--- src/verilog/voiceband_dac_regs.vh ---
// Constants for the voiceband playback path: control fields, timing and filter scaling.
// How it works
// - One 16-bit sample accepted per 8 kHz frame.
// - Missing sample: previous sample is replayed.
// - Order: high-pass, interpolator, then modulator.
// - Modulator emits one bit per 1 MHz tick.
// - Second-order loop pushes noise out of band.
// - Control bit 2 skips the high-pass stage.
// - High-pass is 4th-order IIR at 8 kHz.
// - First interpolator raises 8 to 40 kHz.
// - Low-pass is 10th-order IIR at 40 kHz.
// - Sinc4 filter smooths the 1 MHz stream.
// - Combined filters keep voiceband ripple small.
// - Control bits 7 to 9 select gain.
// - Serial words are 16 bits, MSB first.
// - Bit clock is master clock divided by 5.
// - Chip select low floats outputs, ignores inputs.
// - Powerdown: clock runs, sync low, data held.
// - Device drives clock, data out, out sync.
// - Word starts one bit after input sync.
// - Reset clears the control word to zero.
`ifndef VOICEBAND_DAC_REGS_VH
`define VOICEBAND_DAC_REGS_VH
// =============================================================
// Control word
`define CTRL_RESET      16'h0000
`define CTRL_HPF_BYP    2
`define CTRL_ANA_PWR    4
`define CTRL_DIG_PWR    5
`define CTRL_GAIN_B0    7
`define CTRL_GAIN_B1    8
`define CTRL_GAIN_B2    9
`define CTRL_WR_FLAG    15
// =============================================================
// Serial port timing
`define WORD_BITS       16
`define SCLK_DIV        3'h5
`define SCLK_FALL       3'h2
`define SCLK_LAST       3'h4
// =============================================================
// Sample rates
`define CLK_KHZ         40000
`define MOD_KHZ         1000
`define TICK_CYC        (`CLK_KHZ / `MOD_KHZ)
`define HOLD_TICKS      25
`define INTERP_RATIO    5
// =============================================================
// Filter arithmetic
`define COEF_FRAC       14
`define COEF_PASS       80'h4000_0000_0000_0000_0000
`define CIC_SHIFT       14
`endif

--- src/verilog/biquad_section.v ---
// One second-order IIR section in direct form I with saturating output.
`timescale 1ns/1ps
`default_nettype none
`include "voiceband_dac_regs.vh"
module biquad_section #(
  parameter [79:0] COEF = `COEF_PASS
) (
  // Clock and reset
  input  wire               clk_i,
  input  wire               rst_i,
  // Sample stream
  input  wire               en_i,
  input  wire signed [15:0] x_i,
  output reg  signed [15:0] y_o
);

  wire signed [15:0] cb0 = COEF[79:64];
  wire signed [15:0] cb1 = COEF[63:48];
  wire signed [15:0] cb2 = COEF[47:32];
  wire signed [15:0] ca1 = COEF[31:16];
  wire signed [15:0] ca2 = COEF[15:0];

  reg  signed [15:0] x1_q;
  reg  signed [15:0] x2_q;
  reg  signed [15:0] y2_q;
  wire signed [39:0] acc;
  wire signed [39:0] scaled;
  wire               ovf;
  wire signed [15:0] y_d;

  assign acc = cb0 * x_i + cb1 * x1_q + cb2 * x2_q - ca1 * y_o - ca2 * y2_q;
  assign scaled = acc >>> `COEF_FRAC;
  // Feedback must saturate rather than wrap, or the section can oscillate.
  assign ovf = ~((&scaled[39:15]) | ~(|scaled[39:15]));
  assign y_d = ovf ? (scaled[39] ? 16'h8000 : 16'h7FFF) : scaled[15:0];

  always @(posedge clk_i)
  begin
    if (rst_i)
    begin
      x1_q <= 16'h0000;
      x2_q <= 16'h0000;
      y2_q <= 16'h0000;
      y_o  <= 16'h0000;
    end
    else if (en_i)
    begin
      x1_q <= x_i;
      x2_q <= x1_q;
      y2_q <= y_o;
      y_o  <= y_d;
    end
  end

endmodule // biquad_section
`default_nettype wire

--- src/verilog/voiceband_dac_sample_path.v ---
// Playback path: serial port, filter chain, sinc4 interpolator and sigma-delta modulator.
`timescale 1ns/1ps
`default_nettype none
`include "voiceband_dac_regs.vh"
module voiceband_dac_sample_path #(
  parameter [159:0] HPF_COEF = {2{`COEF_PASS}},
  parameter [399:0] LPF_COEF = {5{`COEF_PASS}}
) (
  // Clock and reset
  input  wire        clk_i,
  input  wire        rst_i,
  // Serial port inputs from the host
  input  wire        cs_i,
  input  wire        ser_data_in_i,
  input  wire        in_frame_sync_i,
  input  wire        data_or_ctrl_sel_i,
  // Serial port outputs to the host
  output reg         sclk_o,
  output reg         sclk_oe_n_o,
  output reg         ser_data_out_o,
  output reg         ser_data_out_oe_n_o,
  output reg         out_frame_sync_o,
  output reg         out_frame_sync_oe_n_o,
  // Word to transmit each frame
  input  wire [15:0] adc_word_i,
  // Control word fields
  output wire        play_hpf_bypass_o,
  output wire        out_gain_sel_b0_o,
  output wire        out_gain_sel_b1_o,
  output wire        out_gain_sel_b2_o,
  output wire        digital_powerup_o,
  output wire        analog_powerup_o,
  // Modulator bit stream
  output reg         sd_bit_o
);

  localparam RX_IDLE = 1'b0;
  localparam RX_WORD = 1'b1;
  localparam TX_IDLE = 2'h0;
  localparam TX_SYNC = 2'h1;
  localparam TX_WORD = 2'h2;

  // =============================================================
  // Pin synchronisers
  reg cs_s1_q;
  reg cs_s2_q;
  reg sdi_s1_q;
  reg sdi_s2_q;
  reg fs_s1_q;
  reg fs_s2_q;
  reg dc_s1_q;
  reg dc_s2_q;

  always @(posedge clk_i)
  begin
    cs_s1_q  <= cs_i;
    cs_s2_q  <= cs_s1_q;
    sdi_s1_q <= ser_data_in_i;
    sdi_s2_q <= sdi_s1_q;
    fs_s1_q  <= in_frame_sync_i;
    fs_s2_q  <= fs_s1_q;
    dc_s1_q  <= data_or_ctrl_sel_i;
    dc_s2_q  <= dc_s1_q;
  end

  // Enables follow chip select even in reset, so reset never floats the pins.
  always @(posedge clk_i)
  begin
    sclk_oe_n_o           <= ~cs_s2_q;
    ser_data_out_oe_n_o   <= ~cs_s2_q;
    out_frame_sync_oe_n_o <= ~cs_s2_q;
  end

  // =============================================================
  // Bit clock divider
  reg  [2:0] div_q;
  wire [2:0] div_d;
  wire       bit_ev;

  assign div_d  = (div_q == `SCLK_DIV - 3'h1) ? 3'h0 : div_q + 3'h1;
  assign bit_ev = (div_q == `SCLK_LAST);

  always @(posedge clk_i)
  begin
    if (rst_i)
    begin
      // Parking in the last low phase makes the first bit clock after reset a full one.
      div_q  <= `SCLK_LAST;
      sclk_o <= 1'b0;
    end
    else
    begin
      div_q  <= div_d;
      sclk_o <= (div_d < `SCLK_FALL);
    end
  end

  // =============================================================
  // Control word and playback sample
  reg  [15:0] ctrl_q;
  reg  [15:0] sample_q;
  reg         rx_done_q;
  reg         rx_is_data_q;
  reg  [15:0] rx_word_q;
  wire        powered;

  assign play_hpf_bypass_o = ctrl_q[`CTRL_HPF_BYP];
  assign out_gain_sel_b0_o = ctrl_q[`CTRL_GAIN_B0];
  assign out_gain_sel_b1_o = ctrl_q[`CTRL_GAIN_B1];
  assign out_gain_sel_b2_o = ctrl_q[`CTRL_GAIN_B2];
  assign digital_powerup_o = ctrl_q[`CTRL_DIG_PWR];
  assign analog_powerup_o  = ctrl_q[`CTRL_ANA_PWR];
  assign powered = ctrl_q[`CTRL_DIG_PWR] & ctrl_q[`CTRL_ANA_PWR];

  // The sample register is only overwritten by a new word, so a frame
  // without one replays the previous value.
  always @(posedge clk_i)
  begin
    if (rst_i)
    begin
      ctrl_q   <= `CTRL_RESET;
      sample_q <= 16'h0000;
    end
    else if (rx_done_q)
    begin
      if (rx_is_data_q)
      begin
        sample_q <= rx_word_q;
      end
      else if (!rx_word_q[`CTRL_WR_FLAG])
      begin
        ctrl_q <= rx_word_q;
      end
    end
  end

  // =============================================================
  // Serial receiver
  reg        rx_state_q;
  reg  [3:0] rx_cnt_q;
  reg [15:0] rx_sh_q;
  reg        rx_dc_q;

  always @(posedge clk_i)
  begin
    if (rst_i)
    begin
      rx_state_q   <= RX_IDLE;
      rx_cnt_q     <= 4'h0;
      rx_sh_q      <= 16'h0000;
      rx_dc_q      <= 1'b0;
      rx_done_q    <= 1'b0;
      rx_is_data_q <= 1'b0;
      rx_word_q    <= 16'h0000;
    end
    else
    begin
      rx_done_q <= 1'b0;
      if (!cs_s2_q)
      begin
        rx_state_q <= RX_IDLE;
      end
      else if (bit_ev)
      begin
        case (rx_state_q)
          RX_IDLE:
          begin
            if (fs_s2_q)
            begin
              rx_state_q <= RX_WORD;
              rx_cnt_q   <= 4'h0;
              rx_dc_q    <= dc_s2_q;
            end
          end
          RX_WORD:
          begin
            rx_sh_q  <= {rx_sh_q[14:0], sdi_s2_q};
            rx_cnt_q <= rx_cnt_q + 4'h1;
            if (rx_cnt_q == 4'hF)
            begin
              rx_done_q    <= 1'b1;
              rx_is_data_q <= rx_dc_q;
              rx_word_q    <= {rx_sh_q[14:0], sdi_s2_q};
              // A sync seen early is honoured only in the last bit slot.
              rx_state_q   <= fs_s2_q ? RX_WORD : RX_IDLE;
              rx_cnt_q     <= 4'h0;
              rx_dc_q      <= dc_s2_q;
            end
          end
          default:
          begin
            rx_state_q <= RX_IDLE;
          end
        endcase
      end
    end
  end

  // =============================================================
  // Rate ticks: 1 MHz, 40 kHz and 8 kHz
  reg  [5:0] tick_cnt_q;
  reg  [4:0] hold_cnt_q;
  reg  [2:0] ph_cnt_q;
  reg        t1m_q;
  reg        t40k_q;
  reg        t8k_q;

  always @(posedge clk_i)
  begin
    if (rst_i)
    begin
      tick_cnt_q <= 6'h00;
      hold_cnt_q <= 5'h00;
      ph_cnt_q   <= 3'h0;
      t1m_q      <= 1'b0;
      t40k_q     <= 1'b0;
      t8k_q      <= 1'b0;
    end
    else
    begin
      t1m_q  <= (tick_cnt_q == `TICK_CYC - 1);
      t40k_q <= 1'b0;
      t8k_q  <= 1'b0;
      tick_cnt_q <= (tick_cnt_q == `TICK_CYC - 1) ? 6'h00 : tick_cnt_q + 6'h01;
      if (t1m_q)
      begin
        hold_cnt_q <= (hold_cnt_q == `HOLD_TICKS - 1) ? 5'h00 : hold_cnt_q + 5'h01;
        if (hold_cnt_q == `HOLD_TICKS - 1)
        begin
          t40k_q   <= 1'b1;
          ph_cnt_q <= (ph_cnt_q == `INTERP_RATIO - 1) ? 3'h0 : ph_cnt_q + 3'h1;
          t8k_q    <= (ph_cnt_q == `INTERP_RATIO - 1);
        end
      end
    end
  end

  // =============================================================
  // High-pass and low-pass IIR cascades
  wire signed [15:0] hp_s [0:2];
  wire signed [15:0] lp_s [0:5];
  wire signed [15:0] hp_out;

  assign hp_s[0] = sample_q;
  // The 8 kHz value is held across five 40 kHz ticks into the low-pass.
  assign hp_out  = ctrl_q[`CTRL_HPF_BYP] ? sample_q : hp_s[2];
  assign lp_s[0] = hp_out;

  genvar g;
  generate
    for (g = 0; g < 2; g = g + 1)
    begin : g_hpf
      biquad_section #(
        .COEF (HPF_COEF[(g*80)+79:g*80])
      ) u_hpf (
        .clk_i (clk_i),
        .rst_i (rst_i),
        .en_i  (t8k_q),
        .x_i   (hp_s[g]),
        .y_o   (hp_s[g+1])
      );
    end
    for (g = 0; g < 5; g = g + 1)
    begin : g_lpf
      biquad_section #(
        .COEF (LPF_COEF[(g*80)+79:g*80])
      ) u_lpf (
        .clk_i (clk_i),
        .rst_i (rst_i),
        .en_i  (t40k_q),
        .x_i   (lp_s[g]),
        .y_o   (lp_s[g+1])
      );
    end
  endgenerate

  // =============================================================
  // Sinc4 interpolator: three combs at 40 kHz, a 25-tick hold, three integrators.
  // The hold is itself one comb and integrator pair, so a fourth comb would null DC.
  reg  signed [39:0] comb_q [0:2];
  reg  signed [39:0] dly_q  [0:2];
  reg  signed [39:0] integ_q [0:2];
  wire signed [39:0] comb_in [0:2];
  wire signed [39:0] integ_in [0:2];
  wire signed [39:0] cic_sh;
  wire               cic_ovf;
  wire signed [15:0] cic_out;

  assign comb_in[0] = {{24{lp_s[5][15]}}, lp_s[5]};
  assign integ_in[0] = comb_q[2];

  generate
    for (g = 0; g < 3; g = g + 1)
    begin : g_comb
      if (g > 0)
      begin : g_link
        assign comb_in[g] = comb_q[g-1];
      end
      always @(posedge clk_i)
      begin
        if (rst_i)
        begin
          comb_q[g] <= 40'h00_0000_0000;
          dly_q[g]  <= 40'h00_0000_0000;
        end
        else if (t40k_q)
        begin
          comb_q[g] <= comb_in[g] - dly_q[g];
          dly_q[g]  <= comb_in[g];
        end
      end
    end
    for (g = 0; g < 3; g = g + 1)
    begin : g_integ
      if (g > 0)
      begin : g_link
        assign integ_in[g] = integ_q[g-1];
      end
      // The last comb output stays put between 40 kHz ticks, which is the hold.
      always @(posedge clk_i)
      begin
        if (rst_i)
        begin
          integ_q[g] <= 40'h00_0000_0000;
        end
        else if (t1m_q)
        begin
          integ_q[g] <= integ_q[g] + integ_in[g];
        end
      end
    end
  endgenerate

  assign cic_sh  = integ_q[2] >>> `CIC_SHIFT;
  assign cic_ovf = ~((&cic_sh[39:15]) | ~(|cic_sh[39:15]));
  assign cic_out = cic_ovf ? (cic_sh[39] ? 16'h8000 : 16'h7FFF) : cic_sh[15:0];

  // =============================================================
  // Second-order sigma-delta modulator
  reg  signed [23:0] sd1_q;
  reg  signed [23:0] sd2_q;
  wire signed [23:0] sd_x;
  wire signed [23:0] sd_fb;
  wire signed [23:0] sd1_d;
  wire signed [23:0] sd2_d;

  assign sd_x  = {{8{cic_out[15]}}, cic_out};
  assign sd_fb = sd_bit_o ? 24'h00_7FFF : 24'hFF_8000;
  // The bit is taken from the new state and the second stage feeds back twice,
  // otherwise the loop has poles outside the unit circle.
  assign sd1_d = sd1_q + sd_x - sd_fb;
  assign sd2_d = sd2_q + sd1_q - {sd_fb[22:0], 1'b0};

  // Two integrators in the loop give a second-order high-pass noise shape.
  always @(posedge clk_i)
  begin
    if (rst_i)
    begin
      sd1_q    <= 24'h00_0000;
      sd2_q    <= 24'h00_0000;
      sd_bit_o <= 1'b0;
    end
    else if (t1m_q)
    begin
      sd1_q    <= sd1_d;
      sd2_q    <= sd2_d;
      sd_bit_o <= ~sd2_d[23];
    end
  end

  // =============================================================
  // Serial transmitter
  reg        tx_req_q;
  reg  [1:0] tx_state_q;
  reg  [3:0] tx_cnt_q;
  reg [15:0] tx_sh_q;
  wire       tx_take;

  assign tx_take = bit_ev & cs_s2_q & powered & (tx_state_q == TX_IDLE);

  // A frame tick in the same cycle as a take still leaves a request pending.
  always @(posedge clk_i)
  begin
    if (rst_i)
    begin
      tx_req_q <= 1'b0;
    end
    else
    begin
      tx_req_q <= t8k_q | (tx_req_q & ~(tx_take & tx_req_q));
    end
  end

  always @(posedge clk_i)
  begin
    if (rst_i)
    begin
      tx_state_q       <= TX_IDLE;
      tx_cnt_q         <= 4'h0;
      tx_sh_q          <= 16'h0000;
      ser_data_out_o   <= 1'b0;
      out_frame_sync_o <= 1'b0;
    end
    else if (!cs_s2_q || !powered)
    begin
      tx_state_q       <= TX_IDLE;
      out_frame_sync_o <= 1'b0;
    end
    else if (bit_ev)
    begin
      case (tx_state_q)
        TX_IDLE:
        begin
          if (tx_req_q)
          begin
            tx_sh_q          <= adc_word_i;
            out_frame_sync_o <= 1'b1;
            tx_state_q       <= TX_SYNC;
          end
        end
        TX_SYNC:
        begin
          out_frame_sync_o <= 1'b0;
          ser_data_out_o   <= tx_sh_q[15];
          tx_sh_q          <= {tx_sh_q[14:0], 1'b0};
          tx_cnt_q         <= 4'h0;
          tx_state_q       <= TX_WORD;
        end
        TX_WORD:
        begin
          if (tx_cnt_q == 4'hF)
          begin
            tx_state_q <= TX_IDLE;
          end
          else
          begin
            ser_data_out_o <= tx_sh_q[15];
            tx_sh_q        <= {tx_sh_q[14:0], 1'b0};
            tx_cnt_q       <= tx_cnt_q + 4'h1;
          end
        end
        default:
        begin
          tx_state_q <= TX_IDLE;
        end
      endcase
    end
  end

endmodule // voiceband_dac_sample_path
`default_nettype wire

--- config.mk ---
export PLATFORM = sky130hd
export DESIGN_NAME = voiceband_dac_sample_path
export DESIGN_NICKNAME = d
export VERILOG_FILES = /design/src/verilog/biquad_section.v /design/src/verilog/voiceband_dac_sample_path.v
export VERILOG_INCLUDE_DIRS = /design/src /design/src/verilog
export SDC_FILE = /design/constraint.sdc
export NUM_CORES = 1
export LEC_CHECK = 0
export ABC_AREA = 1
export BUFFER_PORTS_ARGS = -buffer_cell sky130_fd_sc_hd__buf_2
export CAP_MARGIN = 20
export CORE_UTILIZATION = 45
export CTS_CLUSTER_SIZE = 40
export DETAILED_ROUTE_END_ITERATION = 10
export HOLD_SLACK_MARGIN = 0.08
export PLACE_DENSITY = 0.64
export SYNTH_ARGS = -nofsm -noshare
export SYNTH_HDL_FRONTEND = slang
export SYNTH_SLANG_ARGS = --single-unit
--- constraint.sdc ---
create_clock -name clk_i -period 11.3 [get_ports clk_i]
set_input_delay 0.565 -clock clk_i [delete_from_list [all_inputs] [get_ports clk_i]]
set_output_delay 0.565 -clock clk_i [all_outputs]
set_load 0.005 [all_outputs]
==> summary.md <==
| Metric | Value |
|---|---|
| Status | complete, no violations |
| Post-cts resize count | 0 |
| Worst Skew | 0.03842 ns |
| Place WS | 7.211 ns |
| Deepest clock path buffer count | 3 |
| Setup TNS | 0 ns |
| Dominant synthesized flop cell | edfxtp_1 |
| Sequential fraction of the synthesis area | 37.91% |
| R2R Setup Slk | 7.46 ns |
| Placed cell count | 7036 |
| Vias in the first global route | 34830 |
| Area Overhead vs Synth | 9.354% |
| Vias after detailed routing | 35940 |
| Tightest Pin Transition | 0.9794 ns |
| Slew margin rel. | 34.61% |
| Hold WC Path Type | in -> reg |
| Die height | 304.7 um |
| Via density | 5.009 |
| DR WL/cell | 14.33 um |
| Fraction of layout cells with a size suffix above 1 | 3.601% |
| Synth Area per Inst | 6.969 um2 |
| Final hold viol count | 0 |
| Synth warn | 0 |
| Congestion Overflow GR | 0 |
| CTS Buf Count | 73 |
| Worst Path Required | 11.85 ns |
| Total GRT Usage | 22.40% |
| CTS tree | done |
| CP startpoint kind | flip-flop |
| Total Routed Length | 102800 um |
| Crit-path max FO | 16 |
| Final net count | 6289 |
| Fin crit share | 34.02% |
| Period minus WS final | 3.845 ns |
| DRC | 0 |
| Iter 0 DRT Violations | 2315 |
| Root Driver | clkbuf_16 |
| Crit path from | integ_q[2][39] |
| Antenna violations before repair | 0 |
| Skew-Pair Late Insertion Delay | 0.66 ns |
| LEAKAGE | 0.02194 uW |
| Fmax | 260.1 MHz |
| Unique masters post-synth | 45 |
| Top post-synthesis cells by area | edfxtp_1, nand2_1, dfxtp_1, inv_1, ha_1 |
| Critical Path End Type | flip-flop |
| Finished Layout Cells | 7175 |
| R2R cell count | 19 |
| Critical path type | reg -> reg |
| Post-Synthesis Cell Area | 41240 um2 |
| Clock transition at path regs | 0.06 ns |
| RSZ-0062 raised after global routing | false |
| Area of the core | 90420 um2 |
| Largest net degree at the start of global routing | 187 |
| IO Port Bufs | 34 |
| Post-DP HPWL | 78830 um |
| Max IR drop VDD | 0.0002014 V |
| Initial core utilization | 45.61% |
| Number of synthesized register bits | 613 |
| First-pass GRT wire length | 171400 um |
| CTS HTree Levels | 3 |
| Critical R2R Launch | integ_q[2][39] |
| Row cnt | 110 |
| Max Slew Vio Count | 0 |
| Area of the die | 92860 um2 |
| Total clock sinks | 613 |
| Pwr/cell area | 120.9 nW/um2 |
| Pre-Repair DR Iteration Count | 8 |
| Arr. time, crit path | 4.40 ns |
| EDFF count, synth | 336 |
| Die X | 304.7 um |
| IO Pins | 35 |
| Max cap viols | 0 |
| FFs w/ async S/R, synth | 0% |
| Crit path to | sd1_q[13] |
| Synth Instances | 5918 |
| Area fraction of the dominant cell type after synthesis | 24.47% |
| Worst setup margin | 7.455 ns |
| Antenna Violating Nets Remaining | 0 |
| Syn_nets | 6268 |
| Setup-failing EPs final | 0 |
| Final Wtd Congestion | 0.9372 |
| Cell taking the most area after synthesis | edfxtp_1 |
| Number of diodes | 0 |
| R2r endpoint | sd1_q[13] |
## cell type report
class	count	area, um2
tap	1176	1471
clock buffer	93	2003
multi-input combinational	4045	20800
timing repair buffer	52	327.8
inverter	1154	4344
clock inverter	42	515.5
fill	9117	45330
sequential	613	15640
## where the power goes
part           switching, uW  internal, uW
Sequential              38.5          2400
Clock                   1010          1420
Combinational            401           176
## layout by cell type, fill, tap and decap left out, drive strengths merged, types with 2 or more instances in the layout
| cell | instances |
|---|---|
| a211oi | 4 |
| dlygate4sd3 | 4 |
| nand3b | 13 |
| o21a | 27 |
| nor4 | 5 |
| fa | 55 |
| buf | 48 |
| xor2 | 7 |
| edfxtp | 336 |
| nand4 | 21 |
| a31oi | 17 |
| nand2 | 1572 |
| clkbuf | 93 |
| nand3 | 273 |
| xnor2 | 8 |
| nor2 | 755 |
| and3 | 2 |
| dfxtp | 277 |
| clkinvlp | 4 |
| inv | 1159 |
| and2 | 6 |
| nor3 | 41 |
| bufinv | 6 |
| ha | 273 |
| o21bai | 34 |
| a21oi | 495 |
| o21ai | 357 |
| a21o | 2 |
| clkinv | 27 |
| o22ai | 74 |
## worst min-delay path by stage
| stage | start | endpoint | slack (ns) | cells after the start |
|---|---|---|---|---|
| 3_5_place_dp | sdi_s1_q | sdi_s2_q | 0.31 | 0 |
| 2_1_floorplan | cs_s1_q | cs_s2_q | 0.31 | 0 |
| 4_1_cts | adc_word_i[13] | tx_sh_q[13] | 0.17 | 3 |
| 3_3_place_gp | dc_s1_q | dc_s2_q | 0.31 | 0 |
| 6_report | adc_word_i[13] | tx_sh_q[13] | 0.21 | 3 |
| 5_1_grt | adc_word_i[13] | tx_sh_q[13] | 0.19 | 3 |
## cell usage after synthesis (34+ instances only)
cell type and n:
nand2_1 1569, o21ai_0 354, ha_1 273, nor3_1 41
dfxtp_1 277, nand3_1 265, o21bai_1 34, nor2_1 735
o22ai_1 74, fa_1 55, edfxtp_1 336, inv_1 1145
clkbuf_1 57, a21oi_1 494
## critical path, cell delays in order (launching register included)
cell,delay (ns)
edfxtp_1,0.49
nor4_1,0.34
nand3_1,0.11
o31ai_1,0.09
inv_2,0.16
nand2_1,0.31
o21ai_0,0.16
inv_1,0.09
fa_1,0.41
ha_1,0.34
nand2_1,0.09
nor2_1,0.09
nor2_1,0.07
o21ai_0,0.51
inv_1,0.10
nor2_1,0.11
nor2_1,0.06
nand2_1,0.05
nand2_1,0.04
o21ai_0,0.15
## per-stage QoR
stage / hold slack, ns / util (%) / total power, uW / area, um2
floorplan: 0.3096 / - / 2913 / 41240
global placement: 0.3121 / 47.04 / 3056 / 42540
detailed placement: 0.3128 / 47.04 / 3061 / 42540
CTS: 0.1718 / 49.87 / 5513 / 45100
global route: 0.1874 / 49.87 / 5685 / 45100
finish: 0.2086 / 49.87 / 5454 / 45100
## cells by family (layout without fill, tap and decap cells)
logic type,Yosys count,in the layout,synth area share [%]
AOI/OAI and AO/OA,1013,1013,13.02
DFF,613,613,37.91
adders and majority gates,328,328,10.95
and+or+nand+nor,2689,2689,26.09
buffers and inverters,1260,1341,11.71
xor gates and xnor gates,15,15,0.3186
## flip-flops by register name, summed over array words and instances (netlist names), 2 cells and up
| signal | count |
|---|---|
| comb_q | 120 |
| integ_q | 120 |
| dly_q | 96 |
| g_lpf.u_lpf.y_o | 80 |
| g_hpf.u_hpf.y_o | 32 |
| sd1_q | 24 |
| sd2_q | 24 |
| rx_word_q | 16 |
| sample_q | 16 |
| tx_sh_q | 16 |
| rx_sh_q | 15 |
| ctrl_q | 6 |
| tick_cnt_q | 6 |
| hold_cnt_q | 5 |
| rx_cnt_q | 4 |
| tx_cnt_q | 4 |
| div_q | 3 |
| ph_cnt_q | 3 |
| tx_state_q | 2 |
## timing repair
action                                 in CTS  in global routing
endpoints found under the hold margin       4                  0
hold buffers                                4                  0
setup buffers                               0                  0
## layer usage
metal | wire length, um | global-route usage [%]
met1 | 47280 | 28.35
met2 | 48250 | 38.86
met3 | 3055 | 2.183
met4 | 4198 | 9.467
met5 | 0 | 0
No activity file was read; power rests on OpenSTA's default activity.
